`config.mk`:
```
export PLATFORM = sky130hd
export DESIGN_NAME = sport_ctrl
export DESIGN_NICKNAME = d
export VERILOG_FILES = /design/src/rtl/sport_pkg.sv /design/src/rtl/sport_ctrl.sv
export SDC_FILE = /design/constraint.sdc
export NUM_CORES = 2
export LEC_CHECK = 0
export ABC_AREA = 1
export ABC_CLOCK_PERIOD_IN_PS = 4700
export BUFFER_PORTS_ARGS = -buffer_cell sky130_fd_sc_hd__buf_2
export CAP_MARGIN = 20
export CORE_ASPECT_RATIO = 2
export CORE_MARGIN = 1
export CORE_UTILIZATION = 60
export DETAILED_ROUTE_END_ITERATION = 16
export GPL_ROUTABILITY_DRIVEN = 1
export PLACE_DENSITY_LB_ADDON = 0.15
export SYNTH_ARGS = -nofsm -noshare
export SYNTH_HDL_FRONTEND = slang
export SYNTH_SLANG_ARGS = --single-unit
```
`constraint.sdc`:
```
create_clock -name ref_clk -period 4.7 [get_ports ref_clk]
set_input_delay 0.47 -clock ref_clk [delete_from_list [all_inputs] [get_ports ref_clk]]
set_output_delay 0.47 -clock ref_clk [all_outputs]
set_load 0.05 [all_outputs]
```
`src/rtl/sport_pkg.sv`:
```
package sport_pkg;
   // clock and time base
   localparam int CLK_HZ        = 100_000_000;
   localparam int MS_PER_TICK   = 1;
   localparam int MS_CYCLES_DEF = CLK_HZ / 1000 * MS_PER_TICK;
   localparam int TEN_MS        = 10;
   localparam logic [3:0] TEN_MS_LAST = 4'(TEN_MS - 1);
   // modem timing, held in ms ticks
   localparam int PAUSE_S       = 2;
   localparam int DIAL_TOTAL_S  = 180;
   localparam int DIAL_TRIES    = 4;
   localparam logic [15:0] PAUSE_MS = 16'(PAUSE_S * 1000);
   localparam logic [15:0] TRY_MS   = 16'(DIAL_TOTAL_S * 1000 / DIAL_TRIES);
   localparam logic [1:0]  REDIALS  = 2'd3;
   localparam logic [7:0]  GAP_DEF_MS = 8'h04;
   // baud generation
   localparam int BAUD_REF_HZ = 18_432_000;
   localparam logic [26:0] BAUD_REF = 27'(BAUD_REF_HZ);
   localparam logic [26:0] CLK_REF  = 27'(CLK_HZ);
   localparam logic [13:0] DIV_MIN  = 14'd15;
   localparam logic [13:0] DIV_MAX  = 14'd16383;
   localparam logic [15:0] DIV_RST  = 16'h077f;
   // register indices
   localparam logic [4:0] IX_P0MODE = 5'h00;
   localparam logic [4:0] IX_BYP12  = 5'h01;
   localparam logic [4:0] IX_BYP34  = 5'h02;
   localparam logic [4:0] IX_RD01   = 5'h03;
   localparam logic [4:0] IX_RD23   = 5'h04;
   localparam logic [4:0] IX_RD4    = 5'h05;
   localparam logic [4:0] IX_TM1    = 5'h06;
   localparam logic [4:0] IX_GAP    = 5'h0a;
   localparam logic [4:0] IX_PH0    = 5'h0b;
   localparam logic [4:0] IX_CTRL   = 5'h11;
   localparam logic [4:0] IX_BAUD1  = 5'h12;
   localparam logic [4:0] IX_STATUS = 5'h16;
   localparam int         RW_COUNT  = 22;
   localparam logic [15:0] REG_RST  = 16'h0000;
   localparam int CTRL_GAP_OVR = 0;
   // field codes
   localparam logic [7:0] MODE_PROG  = 8'h55;
   localparam logic [7:0] MODE_DIAL  = 8'haa;
   localparam logic [7:0] BYPASS_ON  = 8'h01;
   localparam logic [7:0] STATION_ANY = 8'hff;
   localparam logic [3:0] NIB_PAUSE  = 4'ha;
   localparam logic [3:0] NIB_MAX    = 4'hc;
   localparam logic [3:0] NIB_END    = 4'he;
   localparam int PHONE_NIBS = 24;

   typedef enum logic [5:0] {
      M_OFF    = 6'h01,
      M_DIAL   = 6'h02,
      M_PAUSE  = 6'h04,
      M_WAIT   = 6'h08,
      M_ANSWER = 6'h10,
      M_LINKED = 6'h20
   } modem_state_type;

   typedef struct packed {
      logic [4:0]      valid;
      logic [4:0]      internal;
      logic [4:0][7:0] station;
   } req_in_type;

   typedef struct packed {
      logic [3:0] tx_req;
      logic [3:0] rx_resp;
      logic [3:0] rx_byte;
      logic [3:0] modbus;
      logic [3:0] no_etx;
   } mst_in_type;
endpackage

```
`src/rtl/sport_ctrl.sv`:
```
// Added by the designer: the address map and the strobed register port.
`timescale 1ns/10ps
`default_nettype none
module sport_ctrl
   import sport_pkg::*;
#(
   parameter int unsigned MS_CYCLES = MS_CYCLES_DEF
) (
   input  wire logic       ref_clk,
   input  wire logic       nrst,
   input  wire logic       ce,
   input  wire logic [4:0] reg_addr,
   input  wire logic [15:0] reg_wdata,
   input  wire logic       reg_wr,
   input  wire logic       reg_rd,
   output var  logic [15:0] reg_rdata,
   input  wire logic [7:0] own_station,
   input  wire req_in_type req,
   input  wire mst_in_type mst,
   input  wire logic       modem_pwr,
   input  wire logic       modem_dcd,
   input  wire logic       callback,
   output var  logic [4:0] req_accept,
   output var  logic [4:0] reply_go,
   output var  logic [3:0] tx_go,
   output var  logic [3:0] slave_offline,
   output var  logic [3:0] frame_gap,
   output var  logic [3:0] baud_tick,
   output var  logic       port1_modem_hold,
   output var  logic       modem_answer,
   output var  logic       dial_strobe,
   output var  logic [3:0] dial_code
);
   logic [15:0]     regs_r [RW_COUNT];
   logic [16:0]     ms_cnt_r;
   logic            ms_tick_r;
   logic [3:0]      ten_cnt_r;
   logic            ten_tick_r;
   logic [4:0]      rbusy_r;
   logic [7:0]      rcnt_r [5];
   logic [3:0]      tbusy_r;
   logic [3:0]      wait_r;
   logic [7:0]      tcnt_r [4];
   logic [7:0]      gcnt_r [4];
   logic [3:0]      garm_r;
   logic [3:0]      done_r;
   logic [3:0]      ready;
   logic [7:0]      bypass [5];
   logic [7:0]      rdly [5];
   logic [4:0]      acc_nxt;
   logic [7:0]      gap_ms [4];
   logic [26:0]     bacc_r;
   logic            bref_r;
   logic [13:0]     bcnt_r [4];
   logic            dcd_s1_r;
   logic            dcd_s2_r;
   logic            pwr_s1_r;
   logic            pwr_s2_r;
   logic            pwr_d_r;
   logic            boot_r;
   logic            pwr_evt;
   modem_state_type state_r;
   logic [95:0]     phone_r;
   logic [95:0]     phone_live;
   logic [4:0]      idx_r;
   logic [1:0]      tries_r;
   logic [15:0]     mtmr_r;
   logic [3:0]      nib;
   logic [7:0]      mode;

   // whole number valid: end marker present, digits 0-c before it
   function automatic logic phone_ok(input logic [95:0] ph);
      logic ended;
      logic bad;
      ended = 1'b0;
      bad   = 1'b0;
      for (int i = 0; i < PHONE_NIBS; i++) begin
         if (!ended) begin
            if (ph[4*i +: 4] == NIB_END) begin
               ended = 1'b1;
            end else if (ph[4*i +: 4] > NIB_MAX) begin
               bad = 1'b1;
            end
         end
      end
      // an end marker in the first nibble leaves nothing to dial
      return ended && !bad && (ph[3:0] != NIB_END);
   endfunction

   // clamp a divisor to its legal span
   function automatic logic [13:0] clamp_div(input logic [15:0] d);
      if (d < 16'(DIV_MIN)) begin
         return DIV_MIN;
      end else if (d > 16'(DIV_MAX)) begin
         return DIV_MAX;
      end
      return d[13:0];
   endfunction

   // field views of the register file
   always_comb begin
      bypass[0] = regs_r[IX_P0MODE][7:0];
      bypass[1] = regs_r[IX_BYP12][7:0];
      bypass[2] = regs_r[IX_BYP12][15:8];
      bypass[3] = regs_r[IX_BYP34][7:0];
      bypass[4] = regs_r[IX_BYP34][15:8];
      rdly[0]   = regs_r[IX_RD01][7:0];
      rdly[1]   = regs_r[IX_RD01][15:8];
      rdly[2]   = regs_r[IX_RD23][7:0];
      rdly[3]   = regs_r[IX_RD23][15:8];
      rdly[4]   = regs_r[IX_RD4][7:0];
      mode      = regs_r[IX_P0MODE][15:8];
      for (int w = 0; w < 6; w++) begin
         phone_live[16*w +: 16] = regs_r[IX_PH0 + 5'(w)];
      end
      nib = phone_r[{idx_r, 2'b00} +: 4];
   end

   // request acceptance per port
   always_comb begin
      for (int p = 0; p < 5; p++) begin
         if (req.internal[p]) begin
            acc_nxt[p] = (req.station[p] == STATION_ANY)
                         || (req.station[p] == own_station);
         end else begin
            acc_nxt[p] = (bypass[p] == BYPASS_ON)
                         || (req.station[p] == own_station);
         end
         acc_nxt[p] = acc_nxt[p] && req.valid[p];
      end
      acc_nxt[1] = acc_nxt[1] && !port1_modem_hold;
   end

   // gap source: link protocol always uses byte, modbus only on override
   always_comb begin
      for (int k = 0; k < 4; k++) begin
         if (mst.no_etx[k] || regs_r[IX_CTRL][CTRL_GAP_OVR]) begin
            gap_ms[k] = regs_r[IX_GAP][15:8];
         end else begin
            gap_ms[k] = GAP_DEF_MS;
         end
         ready[k] = !(rbusy_r[k+1] || tbusy_r[k] || wait_r[k]);
      end
   end

   // register writes; finished bits clear by writing ones to status
   always_ff @(posedge ref_clk or negedge nrst) begin
      if (!nrst) begin
         for (int i = 0; i < RW_COUNT; i++) begin
            regs_r[i] <= (i >= int'(IX_BAUD1)) ? DIV_RST : REG_RST;
         end
      end else if (ce && reg_wr && (int'(reg_addr) < RW_COUNT)) begin
         regs_r[reg_addr] <= reg_wdata;
      end
   end

   // read data one cycle after the strobe, zero elsewhere
   always_ff @(posedge ref_clk or negedge nrst) begin
      if (!nrst) begin
         reg_rdata <= 16'h0000;
      end else if (ce) begin
         if (!reg_rd) begin
            reg_rdata <= 16'h0000;
         end else if (reg_addr == IX_STATUS) begin
            reg_rdata <= {2'b00, state_r, done_r, ready};
         end else if (int'(reg_addr) < RW_COUNT) begin
            reg_rdata <= regs_r[reg_addr];
         end else begin
            reg_rdata <= 16'h0000;
         end
      end
   end

   // 1 ms and 10 ms ticks
   always_ff @(posedge ref_clk or negedge nrst) begin
      if (!nrst) begin
         ms_cnt_r   <= 17'h00000;
         ms_tick_r  <= 1'b0;
         ten_cnt_r  <= 4'h0;
         ten_tick_r <= 1'b0;
      end else if (ce) begin
         ms_tick_r  <= (ms_cnt_r == 17'(MS_CYCLES - 1));
         ten_tick_r <= 1'b0;
         if (ms_cnt_r == 17'(MS_CYCLES - 1)) begin
            ms_cnt_r <= 17'h00000;
            ten_cnt_r <= (ten_cnt_r == TEN_MS_LAST) ? 4'h0 : ten_cnt_r + 4'h1;
            ten_tick_r <= (ten_cnt_r == TEN_MS_LAST);
         end else begin
            ms_cnt_r <= ms_cnt_r + 17'h00001;
         end
      end
   end

   // slave side: accept, then hold the reply for the port's delay
   always_ff @(posedge ref_clk or negedge nrst) begin
      if (!nrst) begin
         req_accept <= 5'h00;
         reply_go   <= 5'h00;
         rbusy_r    <= 5'h00;
         for (int p = 0; p < 5; p++) begin
            rcnt_r[p] <= 8'h00;
         end
      end else if (ce) begin
         req_accept <= acc_nxt;
         reply_go   <= 5'h00;
         for (int p = 0; p < 5; p++) begin
            if (acc_nxt[p]) begin
               rbusy_r[p] <= 1'b1;
               rcnt_r[p]  <= rdly[p];
            end else if (rbusy_r[p]) begin
               if (rcnt_r[p] == 8'h00) begin
                  reply_go[p] <= 1'b1;
                  rbusy_r[p]  <= 1'b0;
               end else if (ms_tick_r) begin
                  rcnt_r[p] <= rcnt_r[p] - 8'h01;
               end
            end
         end
      end
   end

   // master side: transmit delay, then response timeout
   always_ff @(posedge ref_clk or negedge nrst) begin
      if (!nrst) begin
         tx_go         <= 4'h0;
         slave_offline <= 4'h0;
         tbusy_r       <= 4'h0;
         wait_r        <= 4'h0;
         for (int k = 0; k < 4; k++) begin
            tcnt_r[k] <= 8'h00;
         end
      end else if (ce) begin
         tx_go         <= 4'h0;
         slave_offline <= 4'h0;
         for (int k = 0; k < 4; k++) begin
            if (mst.tx_req[k] && !tbusy_r[k]) begin
               tbusy_r[k] <= 1'b1;
               wait_r[k]  <= 1'b0;
               tcnt_r[k]  <= regs_r[IX_TM1 + 5'(k)][15:8];
            end else if (tbusy_r[k]) begin
               if (tcnt_r[k] == 8'h00) begin
                  tx_go[k]   <= 1'b1;
                  tbusy_r[k] <= 1'b0;
                  wait_r[k]  <= 1'b1;
                  tcnt_r[k]  <= regs_r[IX_TM1 + 5'(k)][7:0];
               end else if (ten_tick_r) begin
                  tcnt_r[k] <= tcnt_r[k] - 8'h01;
               end
            end else if (wait_r[k]) begin
               if (mst.rx_resp[k]) begin
                  wait_r[k] <= 1'b0;
               end else if (tcnt_r[k] == 8'h00) begin
                  slave_offline[k] <= 1'b1;
                  wait_r[k]        <= 1'b0;
               end else if (ten_tick_r) begin
                  tcnt_r[k] <= tcnt_r[k] - 8'h01;
               end
            end
         end
      end
   end

   // finished bits: hardware set beats a software clear
   always_ff @(posedge ref_clk or negedge nrst) begin
      if (!nrst) begin
         done_r <= 4'h0;
      end else if (ce) begin
         for (int k = 0; k < 4; k++) begin
            if (reply_go[k+1] || slave_offline[k]
                || (wait_r[k] && mst.rx_resp[k])) begin
               done_r[k] <= 1'b1;
            end else if (reg_wr && reg_addr == IX_STATUS && reg_wdata[4+k]) begin
               done_r[k] <= 1'b0;
            end
         end
      end
   end

   // idle gap after the last byte marks a frame boundary
   always_ff @(posedge ref_clk or negedge nrst) begin
      if (!nrst) begin
         frame_gap <= 4'h0;
         garm_r    <= 4'h0;
         for (int k = 0; k < 4; k++) begin
            gcnt_r[k] <= 8'h00;
         end
      end else if (ce) begin
         frame_gap <= 4'h0;
         for (int k = 0; k < 4; k++) begin
            if (mst.rx_byte[k]) begin
               garm_r[k] <= mst.modbus[k] || mst.no_etx[k];
               gcnt_r[k] <= gap_ms[k];
            end else if (garm_r[k]) begin
               if (gcnt_r[k] == 8'h00) begin
                  frame_gap[k] <= 1'b1;
                  garm_r[k]    <= 1'b0;
               end else if (ms_tick_r) begin
                  gcnt_r[k] <= gcnt_r[k] - 8'h01;
               end
            end
         end
      end
   end

   // baud: fractional 18.432 MHz enable, then divide by divisor plus one
   always_ff @(posedge ref_clk or negedge nrst) begin
      if (!nrst) begin
         bacc_r    <= 27'h0000000;
         bref_r    <= 1'b0;
         baud_tick <= 4'h0;
         for (int k = 0; k < 4; k++) begin
            bcnt_r[k] <= 14'h0000;
         end
      end else if (ce) begin
         if (bacc_r + BAUD_REF >= CLK_REF) begin
            bacc_r <= bacc_r + BAUD_REF - CLK_REF;
            bref_r <= 1'b1;
         end else begin
            bacc_r <= bacc_r + BAUD_REF;
            bref_r <= 1'b0;
         end
         baud_tick <= 4'h0;
         for (int k = 0; k < 4; k++) begin
            if (bref_r) begin
               if (bcnt_r[k] >= clamp_div(regs_r[IX_BAUD1 + 5'(k)])) begin
                  bcnt_r[k]    <= 14'h0000;
                  baud_tick[k] <= 1'b1;
               end else begin
                  bcnt_r[k] <= bcnt_r[k] + 14'h0001;
               end
            end
         end
      end
   end

   // pin synchronisers; first stage feeds the second only
   always_ff @(posedge ref_clk or negedge nrst) begin
      if (!nrst) begin
         dcd_s1_r <= 1'b0;
         dcd_s2_r <= 1'b0;
         pwr_s1_r <= 1'b0;
         pwr_s2_r <= 1'b0;
         pwr_d_r  <= 1'b0;
         boot_r   <= 1'b0;
      end else if (ce) begin
         dcd_s1_r <= modem_dcd;
         dcd_s2_r <= dcd_s1_r;
         pwr_s1_r <= modem_pwr;
         pwr_s2_r <= pwr_s1_r;
         pwr_d_r  <= pwr_s2_r;
         boot_r   <= 1'b1;
      end
   end

   // controller power-up counts as the first power event
   assign pwr_evt = !boot_r || (pwr_s2_r && !pwr_d_r);

   // modem dialer; the number is sampled only at a power event or callback
   always_ff @(posedge ref_clk or negedge nrst) begin
      if (!nrst) begin
         state_r     <= M_OFF;
         phone_r     <= 96'h0;
         idx_r       <= 5'h00;
         tries_r     <= 2'd0;
         mtmr_r      <= 16'h0000;
         dial_strobe <= 1'b0;
         dial_code   <= 4'h0;
      end else if (ce) begin
         dial_strobe <= 1'b0;
         if (pwr_evt) begin
            phone_r <= phone_live;
            idx_r   <= 5'h00;
            tries_r <= 2'd0;
            if (mode == MODE_DIAL) begin
               state_r <= phone_ok(phone_live) ? M_DIAL : M_ANSWER;
            end else if (mode == MODE_PROG) begin
               state_r <= M_ANSWER;
            end else begin
               state_r <= M_OFF;
            end
         end else begin
            case (state_r)
               M_DIAL: if (ms_tick_r) begin
                  if (nib == NIB_END) begin
                     state_r <= M_WAIT;
                     mtmr_r  <= TRY_MS;
                  end else if (nib == NIB_PAUSE) begin
                     state_r <= M_PAUSE;
                     mtmr_r  <= PAUSE_MS;
                     idx_r   <= idx_r + 5'h01;
                  end else begin
                     dial_strobe <= 1'b1;
                     dial_code   <= nib;
                     idx_r       <= idx_r + 5'h01;
                  end
               end
               M_PAUSE: if (ms_tick_r) begin
                  if (mtmr_r == 16'h0000) begin
                     state_r <= M_DIAL;
                  end else begin
                     mtmr_r <= mtmr_r - 16'h0001;
                  end
               end
               M_WAIT: begin
                  if (dcd_s2_r) begin
                     state_r <= M_LINKED;
                  end else if (ms_tick_r && mtmr_r == 16'h0000) begin
                     idx_r <= 5'h00;
                     if (tries_r == REDIALS) begin
                        state_r <= M_ANSWER;
                     end else begin
                        tries_r <= tries_r + 2'd1;
                        state_r <= M_DIAL;
                     end
                  end else if (ms_tick_r) begin
                     mtmr_r <= mtmr_r - 16'h0001;
                  end
               end
               M_ANSWER: if (dcd_s2_r) begin
                  state_r <= M_LINKED;
               end
               M_LINKED: begin
                  if (callback) begin
                     phone_r <= phone_live;
                     idx_r   <= 5'h00;
                     tries_r <= 2'd0;
                     state_r <= phone_ok(phone_live) ? M_DIAL : M_ANSWER;
                  end else if (!dcd_s2_r) begin
                     state_r <= M_ANSWER;
                  end
               end
               default: state_r <= M_OFF;
            endcase
         end
      end
   end

   // port 1 is held by the dialer in the dial mode until linked
   always_ff @(posedge ref_clk or negedge nrst) begin
      if (!nrst) begin
         port1_modem_hold <= 1'b0;
         modem_answer     <= 1'b0;
      end else if (ce) begin
         port1_modem_hold <= (mode == MODE_DIAL) && (state_r != M_LINKED);
         modem_answer     <= (state_r == M_ANSWER);
      end
   end
endmodule
`default_nettype wire

```
== After elaboration in Yosys (flattened, before gate mapping) ==
Cells that the tools add are included.

* Multipliers: 0
* Multiplexer cells: 820
* $lt $le $gt $ge: 40
* Add/subtract/negate cells: 24
* Bitwise logic cells: 4
* Reductions and logical operators: 151
* Divide/modulo/power cells: 0
* Shifts and indexed selects: 1
* Equality and inequality tests: 94

{| class="wikitable"
|+ Operator list
! cell !! count
|-
| $mux 1 || 674
|-
| $mux 8 || 68
|-
| $bwmux 352 || 1
|-
| $mux 14 || 24
|-
| $mux 96 || 3
|-
| $mux 16 || 14
|-
| $eq 4x4->1 const B || 27
|-
| $logic_not 8->1 || 13
|-
| $sub 8x1->8 const B || 13
|-
| $gt 4x4->1 const B || 24
|-
| $shiftx 96x8->4 || 1
|-
| $bmux 16 s5 || 1
|-
| $demux 16 s5 || 1
|-
| $mux 6 || 11
|-
| $gt 16x14->1 const B || 4
|-
| $lt 16x4->1 const B || 4
|-
| $add 14x1->14 const B || 4
|-
| $ge 14x14->1 || 4
|-
| $mux 5 || 11
|-
| $reduce_and 4->1 || 13
|-
| $eq 8x8->1 const B || 6
|-
| $pmux 16 s3 || 1
|-
| $reduce_bool 2->1 || 24
|-
| $ne 3x3->1 const B || 14
|-
| 47 further kinds || 174
|}

* Register bits after elaboration: 764
* Bits in latches: 0
* Logic and storage cells: 1212
* ROM bits: 0
* Memories: 0
* Output and inout bits: 49
* Memory bits (writable): 0

== Logic depth before layout (Yosys ltp) ==
* Depth after elaboration: 163
* Depth in mapped cells: 25
* Mapped depth without buffers: 25

== Worst setup path after synthesis ==
OpenSTA, ideal clock, no wires.

* Path kind: reg2reg
* Start point: register regs_r[63] in the netlist's numbering
* End point: register bcnt_r[49] in the netlist's numbering
* Required time: 4565 ps
* Setup slack: 1756 ps
* Period minus slack after synthesis: 2944 ps
* Setup time: 135 ps
* Buffers on the path: 1
* Cell stages (with the launch flop): 23
* Arrival time: 2810 ps
* Cell sequence: dfrtp_1 nor2_1 clkinv_1 nor2_1 nand2_1 nor2_1 nand3_1 nand2_1 nor2_1 ha_1 nand3_1 inv_1 o21ai_0 a31o_2 a21oi_1 o21bai_1 a21oi_1 nor2_1 inv_1 nand2_1 inv_1 clkbuf_1 nor3b_1

* Word-level cells in the longest chain between the ends: 10
* Elaborated cells between the ends (all ways): 12
* Those cells by class: order compare: 3; mux: 9

{| class="wikitable"
|+ Ends and longest elaborated chain
! item !! line !! text
|-
| start, declared || sport_ctrl.sv:34 || <nowiki>logic [15:0] regs_r [RW_COUNT];</nowiki>
|-
| start signal, assigned by index || sport_ctrl.sv:150 || <nowiki>regs_r[i] <= (i >= int'(IX_BAUD1)) ? DIV_RST : REG_RST;</nowiki>
|-
| start signal, assigned by index || sport_ctrl.sv:153 || <nowiki>regs_r[reg_addr] <= reg_wdata;</nowiki>
|-
| $gt 16x14->1 || sport_ctrl.sv:94 || <nowiki>end else if (d > 16'(DIV_MAX)) begin</nowiki>
|-
| $mux 1 || sport_ctrl.sv:94 ||
|-
| $mux 1 || sport_ctrl.sv:92 || <nowiki>if (d < 16'(DIV_MIN)) begin</nowiki>
|-
| $mux 1 || sport_ctrl.sv:324 || <nowiki>if (bref_r) begin</nowiki>
|-
| $mux 1 || sport_ctrl.sv:314 || <nowiki>end else if (ce) begin</nowiki>
|-
| $mux 14 (*) || sport_ctrl.sv:97 || <nowiki>return d[13:0];</nowiki>
|-
| $mux 14 (*) || sport_ctrl.sv:324 ||
|-
| $mux 14 (*) || sport_ctrl.sv:314 ||
|-
| $ge 14x14->1 (*) || sport_ctrl.sv:325 || <nowiki>if (bcnt_r[k] >= clamp_div(regs_r[IX_BAUD1 + 5'(k)])) begin</nowiki>
|-
| $mux 14 (*) || sport_ctrl.sv:325 ||
|-
| end signal, assigned by index || sport_ctrl.sv:329 || <nowiki>bcnt_r[k] <= bcnt_r[k] + 14'h0001;</nowiki>
|-
| end, declared || sport_ctrl.sv:54 || <nowiki>logic [13:0] bcnt_r [4];</nowiki>
|}

Mark *: on every way between the ends. The rest lies on a longest branch, timed or not. The select of a mux whose other input is x is not followed.
A chain may end at the register's enable or synchronous reset.

== Worst setup path in the final report ==
* Start point: register regs_r[2] in the netlist's numbering
* End point: register bcnt_r[2] in the netlist's numbering

Same word-level chain as after synthesis.

==> flow_summary.yaml <==
floorplanning:
  rows: 132
  dieHeight_um: 364
  ios: 156
  die_area_um2: 66700
  die_w_um: 183
  coreArea_um2: 64700
  start_util_pct: 60.8
route:
  top_layer: "met5"
  drt_iter0_drc: 3487
  drtAntennaViolNets: 0
  drc_errors: 0
  route.met2.wl_mm: 64.1
  dr.pass1.iters: 6
  wl_met3_mm: 9.67
  wl_mm: 131
  vias: 35900
  met1_length_mm: 43.7
  via_per_inst: 6.17
  wl_per_cell_um: 22.5
place:
  place.gp.congestion: 1.05
  port_buffers: 155
  placed_cells: 5691
  hpwl_mm: 92.8
pwr:
  p_seq_share_pct: 42.8
  power_switching_mw: 7.62
  power_density_nw_per_um2: 479
  leakage_nw: 19.9
  pwr-share-comb_pct: 28.5
  vdd_drop_max_uv: 297
  p_int_mw: 13.2
  power_mw: 20.8
  clkPwrFrac_pct: 28.7
  p_sw_share_pct: 36.6
yosys:
  syn_area_per_cell_um2: 8.16
  ys_seq_area_share_pct: 48.2
  synth_top_area_share_pct: 45.4
  synthesis.area_um2: 39400
  yosysUniqueCellTypes: 78
  synth_edf_count: 0
  ys.flop_type: "dfrtp_1"
  synthArstFlopShare_pct: 100
  ys_ff_latch: 756
  synth_top_area_cell: "dfrtp_1"
  synthTopCellsByArea: "dfrtp_1 45%, nand2_1 9.6%, o21ai_0 9.4%"
  yosys_warnings: 0
  syn_nets: 5015
  postSynthCellCount: 4823
setup_path:
  start_kind: "flop"
  ff2ff_path_depth: 23
  cp_max_fo: 11
  crit_slowest_cell: "dfstp_2"
  arrival_ns: 3.98
  cp_common_cell: "nor2_1"
  critical_path_required_ns: 5.20
  path_cells: "inv_1 -> nor4_1 -> nor4_1 -> nand2_1 -> nor4_1 -> nor2_1 -> inv_1 -> nor2_1 -> ha_1 -> nand2_1 -> nor2_1 -> o21ai_0 -> o211ai_1 -> nand3_1 -> nand2_1 -> nand3_1 -> a21oi_1 -> nor2_1 -> o211ai_1 -> nand2_1 -> inv_1 -> nor2_1 -> o21a_1"
  endpoint_kind: "flop"
  crit_buf_inv: 3
  crit_cells: 23
  path_class: "reg -> reg"
  cpPeakStageDelay_ns: 0.54
  cpLargestDelayFamily: "simple AND/OR/NAND/NOR gates"
timing:
  post-route-min-period_ns: 3.48
  hold_viol_final: 0
  setup_tns_ns: 0
  setup_viol: 0
  worst_slew_pin_slew_ns: 1.15
  clock_skew_ns: 0.0194
  fmax_mhz: 287
  period_share_pct: 74.0
  relSlewSlack_pct: 22.2
  drv_slew: 0
  rsz0062_at_grt: "no"
hold_path:
  min_path_type: "in -> reg"
  holdPathStages: 3
job:
  max_cap_violations: 0
layout:
  drive_above_1_share_pct: 9.67
  stdcell_count: 5815
  syn2layout_area_growth_pct: 10.3
  nNetsFinal: 5084
cts:
  cts_tree: "done"
  clock_sinks: 756
  cts_buffers: 68
  clock_path_buffers: 3
  postCtsSetupBuffers: 0
  path_clk_slew_ns: 0.07
  cts_root_buffer: "clkbuf_16"
  cts_resized: 0
  clk_latency_ns: 0.62
  cts_max_level: 3
global_route:
  grt_pass1_vias: 35100
  grt_max_degree: 172
  antenna_found_initial: 6
  grt_pass1_wl_mm: 198
  grt.total_usage_pct: 39.5
  grt-ovfl-total: 0
outcome:
  status: "completed"
## stage by stage
stage                     instance area (µm²)  utilization, %  setup WS [ns]  hold WS (ns)
final                                   43400            67.1           1.22        0.0876
after global routing                    43400            67.1          0.807        0.0983
after CTS                               43400            67.1           1.25        0.0881
after detailed placement                41100            63.5           1.28         0.457
after global placement                  41100            63.4           1.30         0.445
after floorplan                         39400               -           1.76         0.174
## area by class of cell
| type | count | area, µm² |
|---|---|---|
| Inverter | 491 | 1850 |
| Clock inverter | 27 | 325 |
| Timing Repair Buffer | 240 | 1570 |
| Antenna cell | 1 | 2.50 |
| Multi-Input combinational cell | 3335 | 17600 |
| Tap cell | 871 | 1090 |
| Sequential cell | 756 | 19000 |
| Fill cell | 5525 | 21300 |
| Clock buffer | 94 | 2010 |
## layer usage
metal,vias to the layer above,track usage [%]
met5,-,0
met4,10,34.8
met3,646,7.77
met2,1682,67.9
met1,17100,40.8
li1,16400,-
## what timing repair did
item / CTS / global route
endpoints found under the hold margin: 84 / 0
hold buffers: 1 / 0
setup endpoints to repair: 0 / 0
## sequential cells by signal, summed over array words and instances, names as in the netlist, 6 cells and up
signal,count
reg_rdata,16
mtmr_r,16
rdly,40
gcnt_r,32
tcnt_r,32
mode,8
state_r,6
bcnt_r,56
bacc_r,19
ms_cnt_r,17
bypass,40
rcnt_r,40
phone_live,96
regs_r,168
phone_r,96
## path summary, 6_finish.rpt
check                      slack (ns)             startpoint               endpoint
setup / recovery                 1.22  regs_r[2]$_DFFE_PN1P_  bcnt_r[2]$_DFFE_PN0P_
hold / removal                   0.09              modem_pwr   pwr_s1_r$_DFFE_PN0P_
setup reg to reg                 1.22  regs_r[2]$_DFFE_PN1P_  bcnt_r[2]$_DFFE_PN0P_
hold reg to reg                  0.47     boot_r$_DFFE_PN0P_     boot_r$_DFFE_PN0P_
max in group asynchronous        2.98                   nrst  rcnt_r[3]$_DFFE_PN0P_
min in group asynchronous        0.48                   nrst  mtmr_r[1]$_DFFE_PN0P_
## worst register-to-register path: cells and delay by family (launching register included)
family	cells	cell delay (ns)
fa+ha+maj	1	0.15
simple gates	14	1.48
compound gates	5	0.70
buf+inv	3	0.50
flops	1	0.54
## synth_stat cells, types with 4 or more instances
cell,count
nand2_1,1005
o21ai_0,740
dfrtp_1,715
inv_1,466
nor2_1,374
clkbuf_1,193
a21oi_1,157
nand3_1,130
a22oi_1,121
nor3_1,92
xor2_1,90
ha_1,85
o22ai_1,74
nand4_1,68
nor4_1,44
dfstp_2,41
o211ai_1,38
xnor2_1,37
buf_2,34
o221ai_1,34
a31oi_1,23
mux2_2,22
o41ai_1,21
a211oi_1,20
o21ai_1,18
o31ai_1,16
or2_2,14
inv_2,12
buf_1,11
clkinv_1,11
nand2_2,8
o21bai_1,8
a22o_1,7
nor3b_1,7
o311ai_0,7
nand3b_1,5
and3_1,4
nor2_2,4
o2111ai_1,4
## cells by family (layout without fill, tap and decap cells)
kind of cell,after synthesis,in the layout,synth area share (%)
other cells,0,1,0
simple gates,1773,1773,18.9
mux,24,24,0.680
buf+inv,732,852,7.12
flops,756,756,48.2
compound gates,1326,1326,19.6
fa+ha+maj,85,85,2.70
xor+xnor,127,127,2.83
## placed cells by master, fill, tap and decap left out, types with 37 or more instances in the layout
master     count
nor4_1        44
xnor2_1       37
dfrtp_1      715
ha_1          85
nor3_1        91
dfstp_2       41
nor2_1       372
nand4_1       68
nand2_1     1005
o21ai_0      740
buf_2        153
inv_1        466
o211ai_1      38
a21oi_1      157
o22ai_1       74
buf_4         74
clkbuf_16     73
nand3_1      129
a22oi_1      121
xor2_1        90
## power groups by stage
stage | clock network [mW] | registers [mW] | logic, mW
2_1_floorplan | 0 | 8.63 | 4.21
3_3_place_gp | 0 | 8.94 | 5.65
6_report | 5.96 | 8.91 | 5.93
5_1_grt | 6.23 | 9.02 | 6.67
4_1_cts | 6.00 | 8.87 | 5.85
3_5_place_dp | 0 | 8.97 | 5.79
(Power assumes the default switching activity.)
